--- config.mk ---
export PLATFORM = sky130hd
export DESIGN_NAME = sfc_framer
export DESIGN_NICKNAME = d
export VERILOG_FILES = /design/src/inc/sfc_pkg.sv /design/src/inc/sfc_stream_if.sv /design/src/logic/sfc_fifo.sv /design/src/logic/sfc_framer.sv
export SDC_FILE = /design/constraint.sdc
export NUM_CORES = 2
export LEC_CHECK = 0
export ABC_AREA = 0
export BUFFER_PORTS_ARGS = -buffer_cell sky130_fd_sc_hd__buf_4
export CORE_AREA = 2 2 403 405
export DETAILED_ROUTE_END_ITERATION = 8
export DIE_AREA = 0 0 405 407
export GPL_TIMING_DRIVEN = 0
export HOLD_SLACK_MARGIN = 0.08
export PLACE_DENSITY = 0.6
export REMOVE_ABC_BUFFERS = 1
export SETUP_SLACK_MARGIN = 0.4
export SYNTH_ARGS = -nofsm -noshare
export SYNTH_HDL_FRONTEND = slang
export SYNTH_HIERARCHICAL = 1
export SYNTH_SLANG_ARGS = --single-unit
--- constraint.sdc ---
create_clock -name SYS_CLK -period 4.2 [get_ports SYS_CLK]
set_input_delay 0 -clock SYS_CLK [delete_from_list [all_inputs] [get_ports SYS_CLK]]
set_output_delay 0 -clock SYS_CLK [all_outputs]
set_load 0.02 [all_outputs]
--- src/inc/sfc_pkg.sv ---
/*
  Shared constants and types for the synchrophasor frame content block.
  Assumes a 100 MHz system clock; all counts are derived from that rate.
*/
package sfc_pkg;
  // Phasor set selection codes.
  typedef enum logic [1:0] {
    SFC_PH_NONE = 2'h0,
    SFC_PH_POS = 2'h1,
    SFC_PH_ALL = 2'h2
  } sfc_phsel_type;
  // Frame rate selection: frames per second.
  typedef enum logic [1:0] {
    SFC_RATE_1 = 2'h0,
    SFC_RATE_2 = 2'h1,
    SFC_RATE_5 = 2'h2,
    SFC_RATE_10 = 2'h3
  } sfc_rate_type;
  // Time code control extension handling.
  typedef enum logic {
    SFC_TEXT_NONE = 1'h0,
    SFC_TEXT_STD = 1'h1
  } sfc_text_type;
  // Emission states, Gray coded along the frame path.
  typedef enum logic [2:0] {
    SFC_IDLE = 3'h0,
    SFC_HEAD = 3'h1,
    SFC_PHAS = 3'h3,
    SFC_FREQ = 3'h2,
    SFC_ANLG = 3'h6,
    SFC_STAT = 3'h7,
    SFC_CRC = 3'h5
  } sfc_state_type;
  // Clock period and frame base period, in nanoseconds.
  localparam int SFC_CLK_NS = 10;
  localparam int SFC_BASE_NS = 100_000_000;
  localparam int SFC_BASE_CYCLES = SFC_BASE_NS / SFC_CLK_NS;
  // Frame trigger hold time after a reason change, in nanoseconds.
  localparam int SFC_HOLD_NS = 200_000_000;
  localparam int SFC_HOLD_CYCLES = SFC_HOLD_NS / SFC_CLK_NS;
  // Base periods per frame for each rate (1, 2, 5, 10 per second).
  localparam logic [3:0] SFC_DIV_1 = 4'hA;
  localparam logic [3:0] SFC_DIV_2 = 4'h5;
  localparam logic [3:0] SFC_DIV_5 = 4'h2;
  localparam logic [3:0] SFC_DIV_10 = 4'h1;
  // Frame layout.
  localparam logic [15:0] SFC_SYNC_WORD = 16'hAA01;
  localparam logic [15:0] SFC_FIXED_BYTES = 16'h0012;
  localparam logic [15:0] SFC_FREQ_BYTES = 16'h0004;
  localparam logic [15:0] SFC_PH_BYTES = 16'h0004;
  localparam logic [15:0] SFC_AN_BYTES = 16'h0004;
  localparam logic [15:0] SFC_DSW_BYTES = 16'h0002;
  localparam logic [3:0] SFC_HEAD_LAST = 4'h7;
  localparam logic [3:0] SFC_PH_COUNT = 4'hA;
  localparam logic [3:0] SFC_PH_V_COUNT = 4'h5;
  localparam logic [3:0] SFC_PH_SYNC_IDX = 4'h4;
  localparam logic [3:0] SFC_PH_I_POS_IDX = 4'h5;
  localparam logic [2:0] SFC_AN_MAX = 3'h4;
  // Status word field positions.
  localparam int SFC_STAT_SYNC_ERR = 13;
  localparam int SFC_STAT_TRIG = 11;
  // Angle limits in hundredths of a degree.
  localparam logic signed [16:0] SFC_ANG_HALF = 17'sh0_4650;
  localparam logic signed [16:0] SFC_ANG_FULL = 17'sh0_8CA0;
  // Check value generator.
  localparam logic [15:0] SFC_CRC_INIT = 16'hFFFF;
  localparam logic [15:0] SFC_CRC_POLY = 16'h1021;
endpackage

--- src/inc/sfc_stream_if.sv ---
/*
  Valid/ready word stream between the framer and its FIFO.
  Assumes one clock shared by both ends.
*/
interface sfc_stream_if #(parameter int W = 17);
  logic valid; // Word offered.
  logic ready; // Word accepted when both are high.
  logic [W-1:0] data; // Word content.
  modport src (output valid, output data, input ready);
  modport snk (input valid, input data, output ready);
endinterface

--- src/logic/sfc_fifo.sv ---
/*
  Word FIFO with parameter width and depth and valid/ready on both sides.
  Assumes a single clock and an active low asynchronous reset.
*/
module sfc_fifo #(
  parameter int W = 17,
  parameter int D = 8
) (
  // Clock and reset.
  input wire logic clk,
  input wire logic rst_n,
  // Filling and draining sides.
  sfc_stream_if.snk in_s,
  sfc_stream_if.src out_s
);
  localparam int AW = $clog2(D);
  logic [W-1:0] mem_ff [D]; // Storage.
  logic [AW:0] cnt_ff, nxt_cnt; // Occupancy.
  logic [AW-1:0] wr_ff, nxt_wr, rd_ff, nxt_rd; // Pointers.
  logic push, pop;

  // Full and empty come straight from the occupancy count.
  assign in_s.ready = (cnt_ff != D[AW:0]);
  assign out_s.valid = (cnt_ff != '0);
  assign out_s.data = mem_ff[rd_ff];

  // Pointer and count update.
  always_comb begin
    push = in_s.valid && in_s.ready;
    pop = out_s.valid && out_s.ready;
    nxt_wr = push ? ((wr_ff == AW'(D - 1)) ? '0 : wr_ff + 1'b1) : wr_ff;
    nxt_rd = pop ? ((rd_ff == AW'(D - 1)) ? '0 : rd_ff + 1'b1) : rd_ff;
    nxt_cnt = cnt_ff + (AW + 1)'(push) - (AW + 1)'(pop);
  end

  // Storage has no reset; only valid entries are ever read out.
  always_ff @(posedge clk) begin
    if (push) begin
      mem_ff[wr_ff] <= in_s.data;
    end
  end

  always_ff @(posedge clk or negedge rst_n) begin
    if (!rst_n) begin
      cnt_ff <= '0;
      wr_ff <= '0;
      rd_ff <= '0;
    end else begin
      cnt_ff <= nxt_cnt;
      wr_ff <= nxt_wr;
      rd_ff <= nxt_rd;
    end
  end
endmodule // sfc_fifo

--- src/logic/sfc_framer.sv ---
/*
  Synchrophasor data frame content: selection, ordering and framing of the
  words streamed to a data concentrator, plus time and trigger flags.
  Assumes a serialiser downstream that drains FRAME_WORD under FRAME_READY.
*/
module sfc_framer
  import sfc_pkg::*;
#(
  parameter int BASE_CYCLES = sfc_pkg::SFC_BASE_CYCLES,
  parameter int HOLD_CYCLES = sfc_pkg::SFC_HOLD_CYCLES,
  parameter int FIFO_DEPTH = 8
) (
  // Clock and reset.
  input wire logic SYS_CLK,
  input wire logic RESET_N,
  // Settings.
  input wire logic [127:0] STATION_NAME,
  input wire logic [15:0] UNIT_IDENTIFIER,
  input wire sfc_pkg::sfc_phsel_type VOLTAGE_PHASOR_SELECT,
  input wire sfc_pkg::sfc_phsel_type CURRENT_PHASOR_SELECT,
  input wire logic signed [15:0] VOLTAGE_ANGLE_OFFSET,
  input wire logic signed [15:0] CURRENT_ANGLE_OFFSET,
  input wire logic [2:0] ANALOG_VALUE_COUNT,
  input wire logic STATUS_WORD_COUNT,
  input wire sfc_pkg::sfc_rate_type FRAME_RATE_SELECT,
  input wire sfc_pkg::sfc_text_type TIME_EXTENSION_SELECT,
  input wire logic SYNCHROPHASOR_GLOBAL_ENABLE,
  input wire logic DEVICE_ENABLED,
  // Measurements, on this clock.
  input wire logic [9:0][15:0] PHASOR_MAG,
  input wire logic [9:0][15:0] PHASOR_ANG,
  input wire logic SYNC_INPUT_PRESENT,
  input wire logic [15:0] FREQ_DEVIATION,
  input wire logic [15:0] FREQ_RATE,
  input wire logic [3:0][31:0] ANALOG_SLOT,
  input wire logic [15:0] STATUS_SOURCE,
  // Trigger equation operands and masks, on this clock.
  input wire logic [3:0][15:0] TRIGGER_TERMS,
  input wire logic [3:0][15:0] TRIGGER_MASK,
  // Time source.
  input wire logic EXT_TIME_LOCK,
  input wire logic EXT_TIME_ACCURATE,
  input wire logic [31:0] SECOND_COUNT,
  input wire logic [23:0] FRACTION_COUNT,
  input wire logic signed [7:0] TIME_CTRL_OFFSET,
  // Frame word stream.
  output logic [15:0] FRAME_WORD,
  output logic FRAME_VALID,
  output logic FRAME_LAST,
  input wire logic FRAME_READY,
  // Flags.
  output logic [127:0] UNIT_NAME,
  output logic EXTERNAL_TIME_VALID,
  output logic TIME_QUALITY_FLAG,
  output logic MEASUREMENT_ENABLED_FLAG,
  output logic [3:0] TRIGGER_REASON,
  output logic FRAME_TRIGGER
);
  // Wraps a corrected angle back into the half-open span of one turn.
  function automatic logic [15:0] wrap_ang(input logic [15:0] a,
                                          input logic [15:0] o);
    logic signed [16:0] s;
    s = 17'(signed'(a)) + 17'(signed'(o));
    if (s > SFC_ANG_HALF) s = s - SFC_ANG_FULL;
    else if (s <= -SFC_ANG_HALF) s = s + SFC_ANG_FULL;
    return s[15:0];
  endfunction

  // Check value over one 16-bit word, high byte first.
  function automatic logic [15:0] crc_word(input logic [15:0] c,
                                          input logic [15:0] w);
    logic [15:0] r;
    r = c;
    for (int i = 15; i >= 0; i--) begin
      r = (r[15] ^ w[i]) ? ((r << 1) ^ SFC_CRC_POLY) : (r << 1);
    end
    return r;
  endfunction

  // Pin synchronisers: three stages, accepted once stages two and three
  // agree so a single metastable sample never reaches the flags.
  logic [1:0][2:0] pin_ff, nxt_pin;
  logic [1:0] pin_ok_ff, nxt_pin_ok;
  always_comb begin
    nxt_pin[0] = {pin_ff[0][1:0], EXT_TIME_LOCK};
    nxt_pin[1] = {pin_ff[1][1:0], EXT_TIME_ACCURATE};
    nxt_pin_ok = pin_ok_ff;
    for (int k = 0; k < 2; k++) begin
      if (pin_ff[k][1] == pin_ff[k][2]) nxt_pin_ok[k] = pin_ff[k][2];
    end
  end

  // Flag group: time validity, enables and trigger equations.
  logic ext_ff, nxt_ext, tq_ff, nxt_tq, en_ff, nxt_en;
  logic [3:0] rsn_ff, nxt_rsn;
  logic trig_ff, nxt_trig;
  logic [$clog2(HOLD_CYCLES+1)-1:0] hold_ff, nxt_hold;
  logic [127:0] name_ff, nxt_name;
  always_comb begin
    nxt_ext = pin_ok_ff[0];
    nxt_tq = pin_ok_ff[0] && pin_ok_ff[1];
    nxt_en = DEVICE_ENABLED && SYNCHROPHASOR_GLOBAL_ENABLE;
    nxt_name = STATION_NAME;
    for (int k = 0; k < 4; k++) begin
      nxt_rsn[k] = |(TRIGGER_TERMS[k] & TRIGGER_MASK[k]);
    end
    // A new reason pattern restarts the hold so the far end can read it.
    nxt_hold = hold_ff;
    if (nxt_rsn != rsn_ff && nxt_rsn != 4'h0) begin
      nxt_hold = $bits(hold_ff)'(HOLD_CYCLES);
    end else if (hold_ff != '0) begin
      nxt_hold = hold_ff - 1'b1;
    end
    nxt_trig = (|nxt_rsn) || (hold_ff != '0);
  end

  // Frame pacing: base period counter and a rate divider.
  logic [$clog2(BASE_CYCLES)-1:0] base_ff, nxt_base;
  logic [3:0] div_ff, nxt_div, div_end;
  logic tick;
  always_comb begin
    case (FRAME_RATE_SELECT)
      SFC_RATE_1: div_end = SFC_DIV_1;
      SFC_RATE_2: div_end = SFC_DIV_2;
      SFC_RATE_5: div_end = SFC_DIV_5;
      default: div_end = SFC_DIV_10;
    endcase
    nxt_base = base_ff + 1'b1;
    nxt_div = div_ff;
    tick = 1'b0;
    if (base_ff == $bits(base_ff)'(BASE_CYCLES - 1)) begin
      nxt_base = '0;
      nxt_div = div_ff + 1'b1;
      if (div_ff >= div_end - 1'b1) begin
        nxt_div = '0;
        tick = 1'b1;
      end
    end
  end

  // Snapshot taken in one cycle so every field shares one time stamp.
  logic [9:0][15:0] mag_ff, nxt_mag, ang_ff, nxt_ang;
  logic [3:0][31:0] an_ff, nxt_an;
  logic [15:0] dsw_ff, nxt_dsw, fd_ff, nxt_fd, fr_ff, nxt_fr, stw_ff;
  logic [15:0] nxt_stw, id_ff, nxt_id, size_ff, nxt_size;
  logic [31:0] soc_ff, nxt_soc;
  logic [23:0] frac_ff, nxt_frac;
  logic [9:0] use_ff, nxt_use;
  logic [2:0] na_ff, nxt_na;
  logic nd_ff, nxt_nd, capture;
  sfc_phsel_type vsel_ff, nxt_vsel;
  logic [15:0] nph;
  always_comb begin
    nxt_mag = mag_ff;
    nxt_ang = ang_ff;
    nxt_an = an_ff;
    nxt_dsw = dsw_ff;
    nxt_fd = fd_ff;
    nxt_fr = fr_ff;
    nxt_stw = stw_ff;
    nxt_id = id_ff;
    nxt_soc = soc_ff;
    nxt_frac = frac_ff;
    nxt_use = use_ff;
    nxt_na = na_ff;
    nxt_nd = nd_ff;
    nxt_vsel = vsel_ff;
    nxt_size = size_ff;
    nph = '0;
    if (capture) begin
      nxt_use = '0;
      case (VOLTAGE_PHASOR_SELECT)
        SFC_PH_POS: nxt_use[0] = 1'b1;
        SFC_PH_ALL: nxt_use[4:0] = {SYNC_INPUT_PRESENT, 4'hF};
        default: nxt_use[4:0] = 5'h00;
      endcase
      case (CURRENT_PHASOR_SELECT)
        SFC_PH_POS: nxt_use[5] = 1'b1;
        SFC_PH_ALL: nxt_use[9:5] = 5'h1F;
        default: nxt_use[9:5] = 5'h00;
      endcase
      for (int k = 0; k < 10; k++) begin
        nxt_mag[k] = PHASOR_MAG[k];
        nxt_ang[k] = wrap_ang(PHASOR_ANG[k], (k < 5) ?
          VOLTAGE_ANGLE_OFFSET : CURRENT_ANGLE_OFFSET);
        nph = nph + 16'(nxt_use[k]);
      end
      nxt_an = ANALOG_SLOT;
      nxt_na = (ANALOG_VALUE_COUNT > SFC_AN_MAX) ? SFC_AN_MAX :
        ANALOG_VALUE_COUNT;
      nxt_nd = STATUS_WORD_COUNT;
      nxt_dsw = STATUS_SOURCE;
      nxt_fd = FREQ_DEVIATION;
      nxt_fr = FREQ_RATE;
      nxt_id = UNIT_IDENTIFIER;
      nxt_vsel = VOLTAGE_PHASOR_SELECT;
      // Decoded extensions only move the stamp when enabled.
      nxt_soc = (TIME_EXTENSION_SELECT == SFC_TEXT_STD) ?
        SECOND_COUNT + 32'(TIME_CTRL_OFFSET) : SECOND_COUNT;
      nxt_frac = FRACTION_COUNT;
      nxt_stw = 16'h0000;
      nxt_stw[SFC_STAT_SYNC_ERR] = !tq_ff;
      nxt_stw[SFC_STAT_TRIG] = trig_ff;
      nxt_stw[3:0] = rsn_ff;
      nxt_size = SFC_FIXED_BYTES + SFC_FREQ_BYTES
        + 16'(nph * SFC_PH_BYTES) + 16'(nxt_na) * SFC_AN_BYTES
        + (nxt_nd ? SFC_DSW_BYTES : 16'h0000);
    end
  end

  // Emission: walks the frame one word per accepted push.
  sfc_state_type st_ff, nxt_st;
  logic [3:0] idx_ff, nxt_idx;
  logic sub_ff, nxt_sub;
  logic [15:0] crc_ff, nxt_crc, word;
  logic push, offer, last;
  sfc_stream_if #(.W(17)) f_in ();
  sfc_stream_if #(.W(17)) f_out ();
  always_comb begin
    nxt_st = st_ff;
    nxt_idx = idx_ff;
    nxt_sub = sub_ff;
    nxt_crc = crc_ff;
    word = 16'h0000;
    offer = 1'b0;
    last = 1'b0;
    // A tick mid-frame is dropped; the next tick starts a fresh frame.
    capture = (st_ff == SFC_IDLE) && tick && en_ff;
    case (st_ff)
      SFC_IDLE: begin
        if (capture) begin
          nxt_st = SFC_HEAD;
          nxt_idx = '0;
          nxt_crc = SFC_CRC_INIT;
        end
      end
      SFC_HEAD: begin
        offer = 1'b1;
        case (idx_ff)
          4'h0: word = SFC_SYNC_WORD;
          4'h1: word = size_ff;
          4'h2: word = id_ff;
          4'h3: word = soc_ff[31:16];
          4'h4: word = soc_ff[15:0];
          4'h5: word = {8'h00, frac_ff[23:16]};
          4'h6: word = frac_ff[15:0];
          default: word = stw_ff;
        endcase
      end
      SFC_PHAS: begin
        offer = use_ff[idx_ff];
        word = sub_ff ? ang_ff[idx_ff] : mag_ff[idx_ff];
      end
      SFC_FREQ: begin
        offer = 1'b1;
        word = idx_ff[0] ? fr_ff : fd_ff;
      end
      SFC_ANLG: begin
        offer = 1'b1;
        word = idx_ff[0] ? an_ff[idx_ff[2:1]][15:0] :
          an_ff[idx_ff[2:1]][31:16];
      end
      SFC_STAT: begin
        offer = 1'b1;
        word = dsw_ff;
      end
      SFC_CRC: begin
        offer = 1'b1;
        word = crc_ff;
        last = 1'b1;
      end
      default: nxt_st = SFC_IDLE;
    endcase
    push = offer && f_in.ready;
    if (push && st_ff != SFC_CRC) nxt_crc = crc_word(crc_ff, word);
    // Advance on every push, and over unselected phasor slots.
    if (push || (st_ff == SFC_PHAS && !offer)) begin
      nxt_idx = idx_ff + 1'b1;
      case (st_ff)
        SFC_HEAD: begin
          if (idx_ff == SFC_HEAD_LAST) begin
            nxt_st = SFC_PHAS;
            nxt_idx = '0;
            nxt_sub = 1'b0;
          end
        end
        SFC_PHAS: begin
          nxt_idx = idx_ff;
          nxt_sub = offer && !sub_ff;
          if (nxt_sub == 1'b0) begin
            nxt_idx = idx_ff + 1'b1;
            if (idx_ff == SFC_PH_COUNT - 1'b1) begin
              nxt_st = SFC_FREQ;
              nxt_idx = '0;
            end
          end
        end
        SFC_FREQ, SFC_ANLG: begin
          if ((st_ff == SFC_FREQ && idx_ff[0]) ||
              (st_ff == SFC_ANLG && nxt_idx == {na_ff, 1'b0})) begin
            nxt_idx = '0;
            if (st_ff == SFC_FREQ && na_ff != '0) nxt_st = SFC_ANLG;
            else nxt_st = nd_ff ? SFC_STAT : SFC_CRC;
          end
        end
        SFC_STAT: nxt_st = SFC_CRC;
        default: nxt_st = SFC_IDLE;
      endcase
    end
  end
  assign f_in.valid = offer;
  assign f_in.data = {last, word};

  sfc_fifo #(.W(17), .D(FIFO_DEPTH)) u_fifo (
    .clk(SYS_CLK),
    .rst_n(RESET_N),
    .in_s(f_in),
    .out_s(f_out)
  );

  // Output stage keeps the stream ports on flip-flops.
  logic [16:0] out_ff, nxt_out;
  logic outv_ff, nxt_outv;
  always_comb begin
    f_out.ready = !outv_ff || FRAME_READY;
    nxt_out = out_ff;
    nxt_outv = outv_ff;
    if (f_out.ready) begin
      nxt_outv = f_out.valid;
      nxt_out = f_out.data;
    end
  end

  // All state registers of the block except those inside the FIFO.
  always_ff @(posedge SYS_CLK or negedge RESET_N) begin
    if (!RESET_N) begin
      pin_ff <= '0;
      pin_ok_ff <= '0;
      ext_ff <= 1'b0;
      tq_ff <= 1'b0;
      en_ff <= 1'b0;
      rsn_ff <= 4'h0;
      trig_ff <= 1'b0;
      hold_ff <= '0;
      name_ff <= '0;
      base_ff <= '0;
      div_ff <= 4'h0;
      mag_ff <= '0;
      ang_ff <= '0;
      an_ff <= '0;
      dsw_ff <= 16'h0000;
      fd_ff <= 16'h0000;
      fr_ff <= 16'h0000;
      stw_ff <= 16'h0000;
      id_ff <= 16'h0000;
      size_ff <= 16'h0000;
      soc_ff <= 32'h0000_0000;
      frac_ff <= 24'h00_0000;
      use_ff <= '0;
      na_ff <= 3'h0;
      nd_ff <= 1'b0;
      vsel_ff <= SFC_PH_NONE;
      st_ff <= SFC_IDLE;
      idx_ff <= 4'h0;
      sub_ff <= 1'b0;
      crc_ff <= SFC_CRC_INIT;
      out_ff <= '0;
      outv_ff <= 1'b0;
    end else begin
      pin_ff <= nxt_pin;
      pin_ok_ff <= nxt_pin_ok;
      ext_ff <= nxt_ext;
      tq_ff <= nxt_tq;
      en_ff <= nxt_en;
      rsn_ff <= nxt_rsn;
      trig_ff <= nxt_trig;
      hold_ff <= nxt_hold;
      name_ff <= nxt_name;
      base_ff <= nxt_base;
      div_ff <= nxt_div;
      mag_ff <= nxt_mag;
      ang_ff <= nxt_ang;
      an_ff <= nxt_an;
      dsw_ff <= nxt_dsw;
      fd_ff <= nxt_fd;
      fr_ff <= nxt_fr;
      stw_ff <= nxt_stw;
      id_ff <= nxt_id;
      size_ff <= nxt_size;
      soc_ff <= nxt_soc;
      frac_ff <= nxt_frac;
      use_ff <= nxt_use;
      na_ff <= nxt_na;
      nd_ff <= nxt_nd;
      vsel_ff <= nxt_vsel;
      st_ff <= nxt_st;
      idx_ff <= nxt_idx;
      sub_ff <= nxt_sub;
      crc_ff <= nxt_crc;
      out_ff <= nxt_out;
      outv_ff <= nxt_outv;
    end
  end

  assign FRAME_WORD = out_ff[15:0];
  assign FRAME_LAST = out_ff[16];
  assign FRAME_VALID = outv_ff;
  assign UNIT_NAME = name_ff;
  assign EXTERNAL_TIME_VALID = ext_ff;
  assign TIME_QUALITY_FLAG = tq_ff;
  assign MEASUREMENT_ENABLED_FLAG = en_ff;
  assign TRIGGER_REASON = rsn_ff;
  assign FRAME_TRIGGER = trig_ff;
endmodule // sfc_framer

==> summary.md <==
| Metric | Value |
|---|---|
| Pre-CTS setup slack | -2129 ps |
| Min-delay worst type | in -> reg |
| CTS buffer count | 112 |
| Post-DRT Antenna Nets | 0 |
| RSZ-0062 raised after global routing | yes |
| Worst vdd ir | 0.0004141 V |
| Synthesized area per cell | 9.632 µm² |
| Die Ht | 407 µm |
| Routed WL per cell | 23.50 µm |
| Top-Level Pins | 1037 |
| First drt pass iteration count | 6 |
| Worst rel slew slack | 28.52% |
| Seq cells post-synth | 974 |
| Area leader, netlist | dfrtp_1 |
| Crit path max-delay family | XOR/XNOR gates |
| Pwr/cell area | 412.9 nW/µm² |
| Worst Path Buf+Inv | 3 |
| FP Rows | 147 |
| Top FF cell, synth | dfrtp_1 |
| Total core area | 160200 µm² |
| Initial antenna violation count | 39 |
| Total power | 35.81 mW |
| Endpoints failing hold | 0 |
| Post-Route WL | 247.4 mm |
| Ratio of cells with drive above 1 in the final layout | 22.66% |
| DP HPWL | 166.0 mm |
| Slowest stage delay, CP | 580 ps |
| Later-pin clock latency in the skew report | 760 ps |
| P_leak | 40.17 nW |
| Setup WS post-layout | 125.3 ps |
| Critical path, cell by cell | buf_16 -> buf_8 -> mux4_2 -> a221o_1 -> o22ai_2 -> nor3_4 -> nor3b_4 -> xor2_2 -> buf_6 -> xnor3_2 -> xnor2_4 -> xnor2_2 -> xnor2_1 -> a211o_1 -> nand2_1 |
| Chip width | 405 µm |
| PortBufs | 1036 |
| Register area share after synthesis | 44.28% |
| Bufs on Longest Clock Path | 3 |
| Max-cap violations | 0 |
| Post-layout nets | 9414 |
| Top cells by area, synth | dfrtp_1 (36%), nand2_1 (11%), edfxtp_1 (7.2%) |
| Clock Pin Slew Worst Setup and Hold Paths | 70 ps |
| Global route overflow | 0 |
| Min Clock Period, post-route | 4075 ps |
| Total track usage | 28.91% |
| Critical path fanouts, max | 6 |
| First DRT Iteration DRCs | 5058 |
| Sink Count | 974 |
| Drc violations | 0 |
| Die Area | 164800 µm² |
| Status | completed |
| Gp weighted congestion | 0.8957 |
| Ys Warns | 6 |
| Vias in the first global route | 57120 |
| Initial core utilization | 35.35% |
| CP required | 4860 ps |
| Vias | 56590 |
| Syn Inst Count | 5879 |
| P&R area growth vs syn | 53.18% |
| CTS tree | yes |
| CP max-delay cell | mux4_2 |
| Setup TNS | 0 ps |
| Yosys cell types | 109 |
| Async set-reset flop share out of synthesis | 86.04% |
| Htree depth | 3 |
| Crit path capture type | flop |
| CP arrival | 4740 ps |
| CP Class | reg -> reg |
| Synthesized area | 56630 µm² |
| Number of flops mapped to enable cells by yosys | 136 |
| Startpoint types | flop |
| Routed vias/inst | 5.375 |
| First-pass GRT wire length | 359.4 mm |
| Period utilization | 97.02% |
| Slew @ Worst Pin | 1042 ps |
| Largest net degree at the start of global routing | 119 |
| Top-area cell type share of the netlist area | 36.32% |
| Final slew viol count | 0 |
| Root Buffer | clkbuf_16 |
| Final Skew | 73.54 ps |
| Peak Freq | 0.2454 GHz |
| Endpoints failing setup | 0 |
## cells in the mapped netlist (18+ instances only)
cell,count
nand2b_1,48
a22oi_1,52
nand3_1,87
xnor2_1,227
nor2b_1,40
a221oi_1,18
a2111oi_0,18
o211ai_1,38
buf_1,20
ha_1,263
mux2_2,65
edfxtp_1,136
mux4_1,42
mux2i_1,96
dfrtp_1,822
buf_6,19
nand2_1,1618
mux4_2,83
clkbuf_1,197
a211oi_1,36
a21oi_1,214
inv_1,130
and3_1,32
or3_1,38
o221ai_1,27
a21o_1,87
nor3_1,100
nor4_1,28
xor2_1,110
a31oi_1,48
a211o_1,23
and2_1,27
nor2_1,252
o21ai_0,296
o32ai_1,22
o22ai_1,49
o21a_1,39
buf_2,29
## where the power goes
group	total [mW]	switching [mW]	leakage (nW)	internal, mW
combinational	14.9	7.74	25.9	7.17
clock	10.3	4.43	1.83	5.83
sequential	10.6	0.573	12.4	10.1
## tightest hold or removal path, cell delays in order
cell,delay (ps)
buf_4,90
ha_1,220
xnor2_2,240
nand2_1,70
nand4_1,80
and2_1,120
## per-layer routing
metal,GRT usage [%],vias to the layer above,part of all wire [%]
met5,0.5352,-,0.12
met4,13.76,28,5.2
met3,6.109,597,7.3
met2,46.90,2455,46
met1,36.71,27850,41
li1,-,25660,-
## final cells by class
cell class | count | area, µm²
antenna | 24 | 60.06
clock buffer | 163 | 3213
clock inverter | 43 | 590.6
fill | 13440 | 73460
inverter | 131 | 516.7
multi-input combinational | 4496 | 31060
sequential | 974 | 25100
tap | 2160 | 2703
timing repair buffer | 2539 | 23500
## worst paths after layout
check	to	cells past startpoint	from	slack [ps]
setup reg to reg	crc_ff[12]$_DFFE_PN1P_	15	idx_ff[0]$_DFFE_PN0P_	130
max in group asynchronous	mag_ff[102]$_DFFE_PN0P_	7	RESET_N	1700
min in group asynchronous	UNIT_NAME[2]$_DFF_PN0_	4	RESET_N	420
hold reg to reg	nxt_pin[5]$_DFF_PN0_	0	nxt_pin[4]$_DFF_PN0_	350
hold / removal	ang_ff[54]$_DFFE_PN0P_	6	PHASOR_ANG[54]	110
setup / recovery	crc_ff[12]$_DFFE_PN1P_	15	idx_ff[0]$_DFFE_PN0P_	130
## stage by stage
step	hold WS (ps)	cells	cell area, µm²	utilization (%)
2_1_floorplan	-295.6	5600	55320	-
3_5_place_dp	15.88	8904	67570	42.18
4_1_cts	80.25	10460	85560	53.41
6_report	106.6	10530	86740	54.15
3_3_place_gp	109.4	8796	65800	41.07
5_1_grt	102.5	10520	86730	54.14
## state kept, by name, summed over array words and instances (netlist names), 5 cells and up
register and cells:
ang_ff 160, mag_ff 160, u_fifo/mem_ff 136, UNIT_NAME 128, an_ff 128, soc_ff 32, hold_ff 25, base_ff 24
frac_ff 24, out_ff 17, crc_ff 16, dsw_ff 16, fd_ff 16, fr_ff 16, id_ff 16, size_ff 6
stw_ff 6, use_ff 5
## placed cells by master (no fill, tap or decap), types with 39 or more instances in the layout
cell type | netlist | layout
buf_6 | 19 | 50
o22ai_1 | 49 | 46
a21oi_1 | 214 | 195
xnor2_1 | 227 | 204
mux2i_1 | 96 | 76
mux2_2 | 65 | 63
nand3_1 | 87 | 84
nor3_1 | 100 | 92
o21a_1 | 39 | 39
edfxtp_1 | 136 | 136
nand2_1 | 1618 | 1617
mux4_2 | 83 | 86
nand2b_1 | 48 | 47
nor2b_1 | 40 | 39
a21o_1 | 87 | 82
a22oi_1 | 52 | 46
buf_4 | 10 | 1157
o21ai_0 | 296 | 286
dlygate4sd3_1 | 0 | 1246
dfrtp_1 | 822 | 814
xor2_1 | 110 | 104
nor2_1 | 252 | 244
a31oi_1 | 48 | 48
clkbuf_16 | 0 | 114
mux4_1 | 42 | 39
inv_1 | 130 | 127
ha_1 | 263 | 259
## cells by family (layout without fill, tap and decap cells)
group | after synthesis | in the layout | synth area share (%)
AOI/OAI and AO/OA | 1205 | 1205 | 14.35
xor gates and xnor gates | 349 | 349 | 5.685
adders and majority gates | 279 | 279 | 6.341
buffers and inverters | 410 | 2876 | 3.188
DFF | 974 | 974 | 44.28
muxes | 287 | 287 | 8.283
other | 1 | 25 | 0.006622
and+or+nand+nor | 2374 | 2375 | 17.87
## timing repair
action | CTS | global route
gates resized for setup | 142 | 135
endpoints found under the hold margin | 799 | 0
setup buffers | 91 | 48
pin swaps | 47 | 48
hold buffers | 1247 | 0
endpoints found under the setup margin | 338 | 181
gates cloned | 9 | 1
Power figures use the tool's default switching activity.
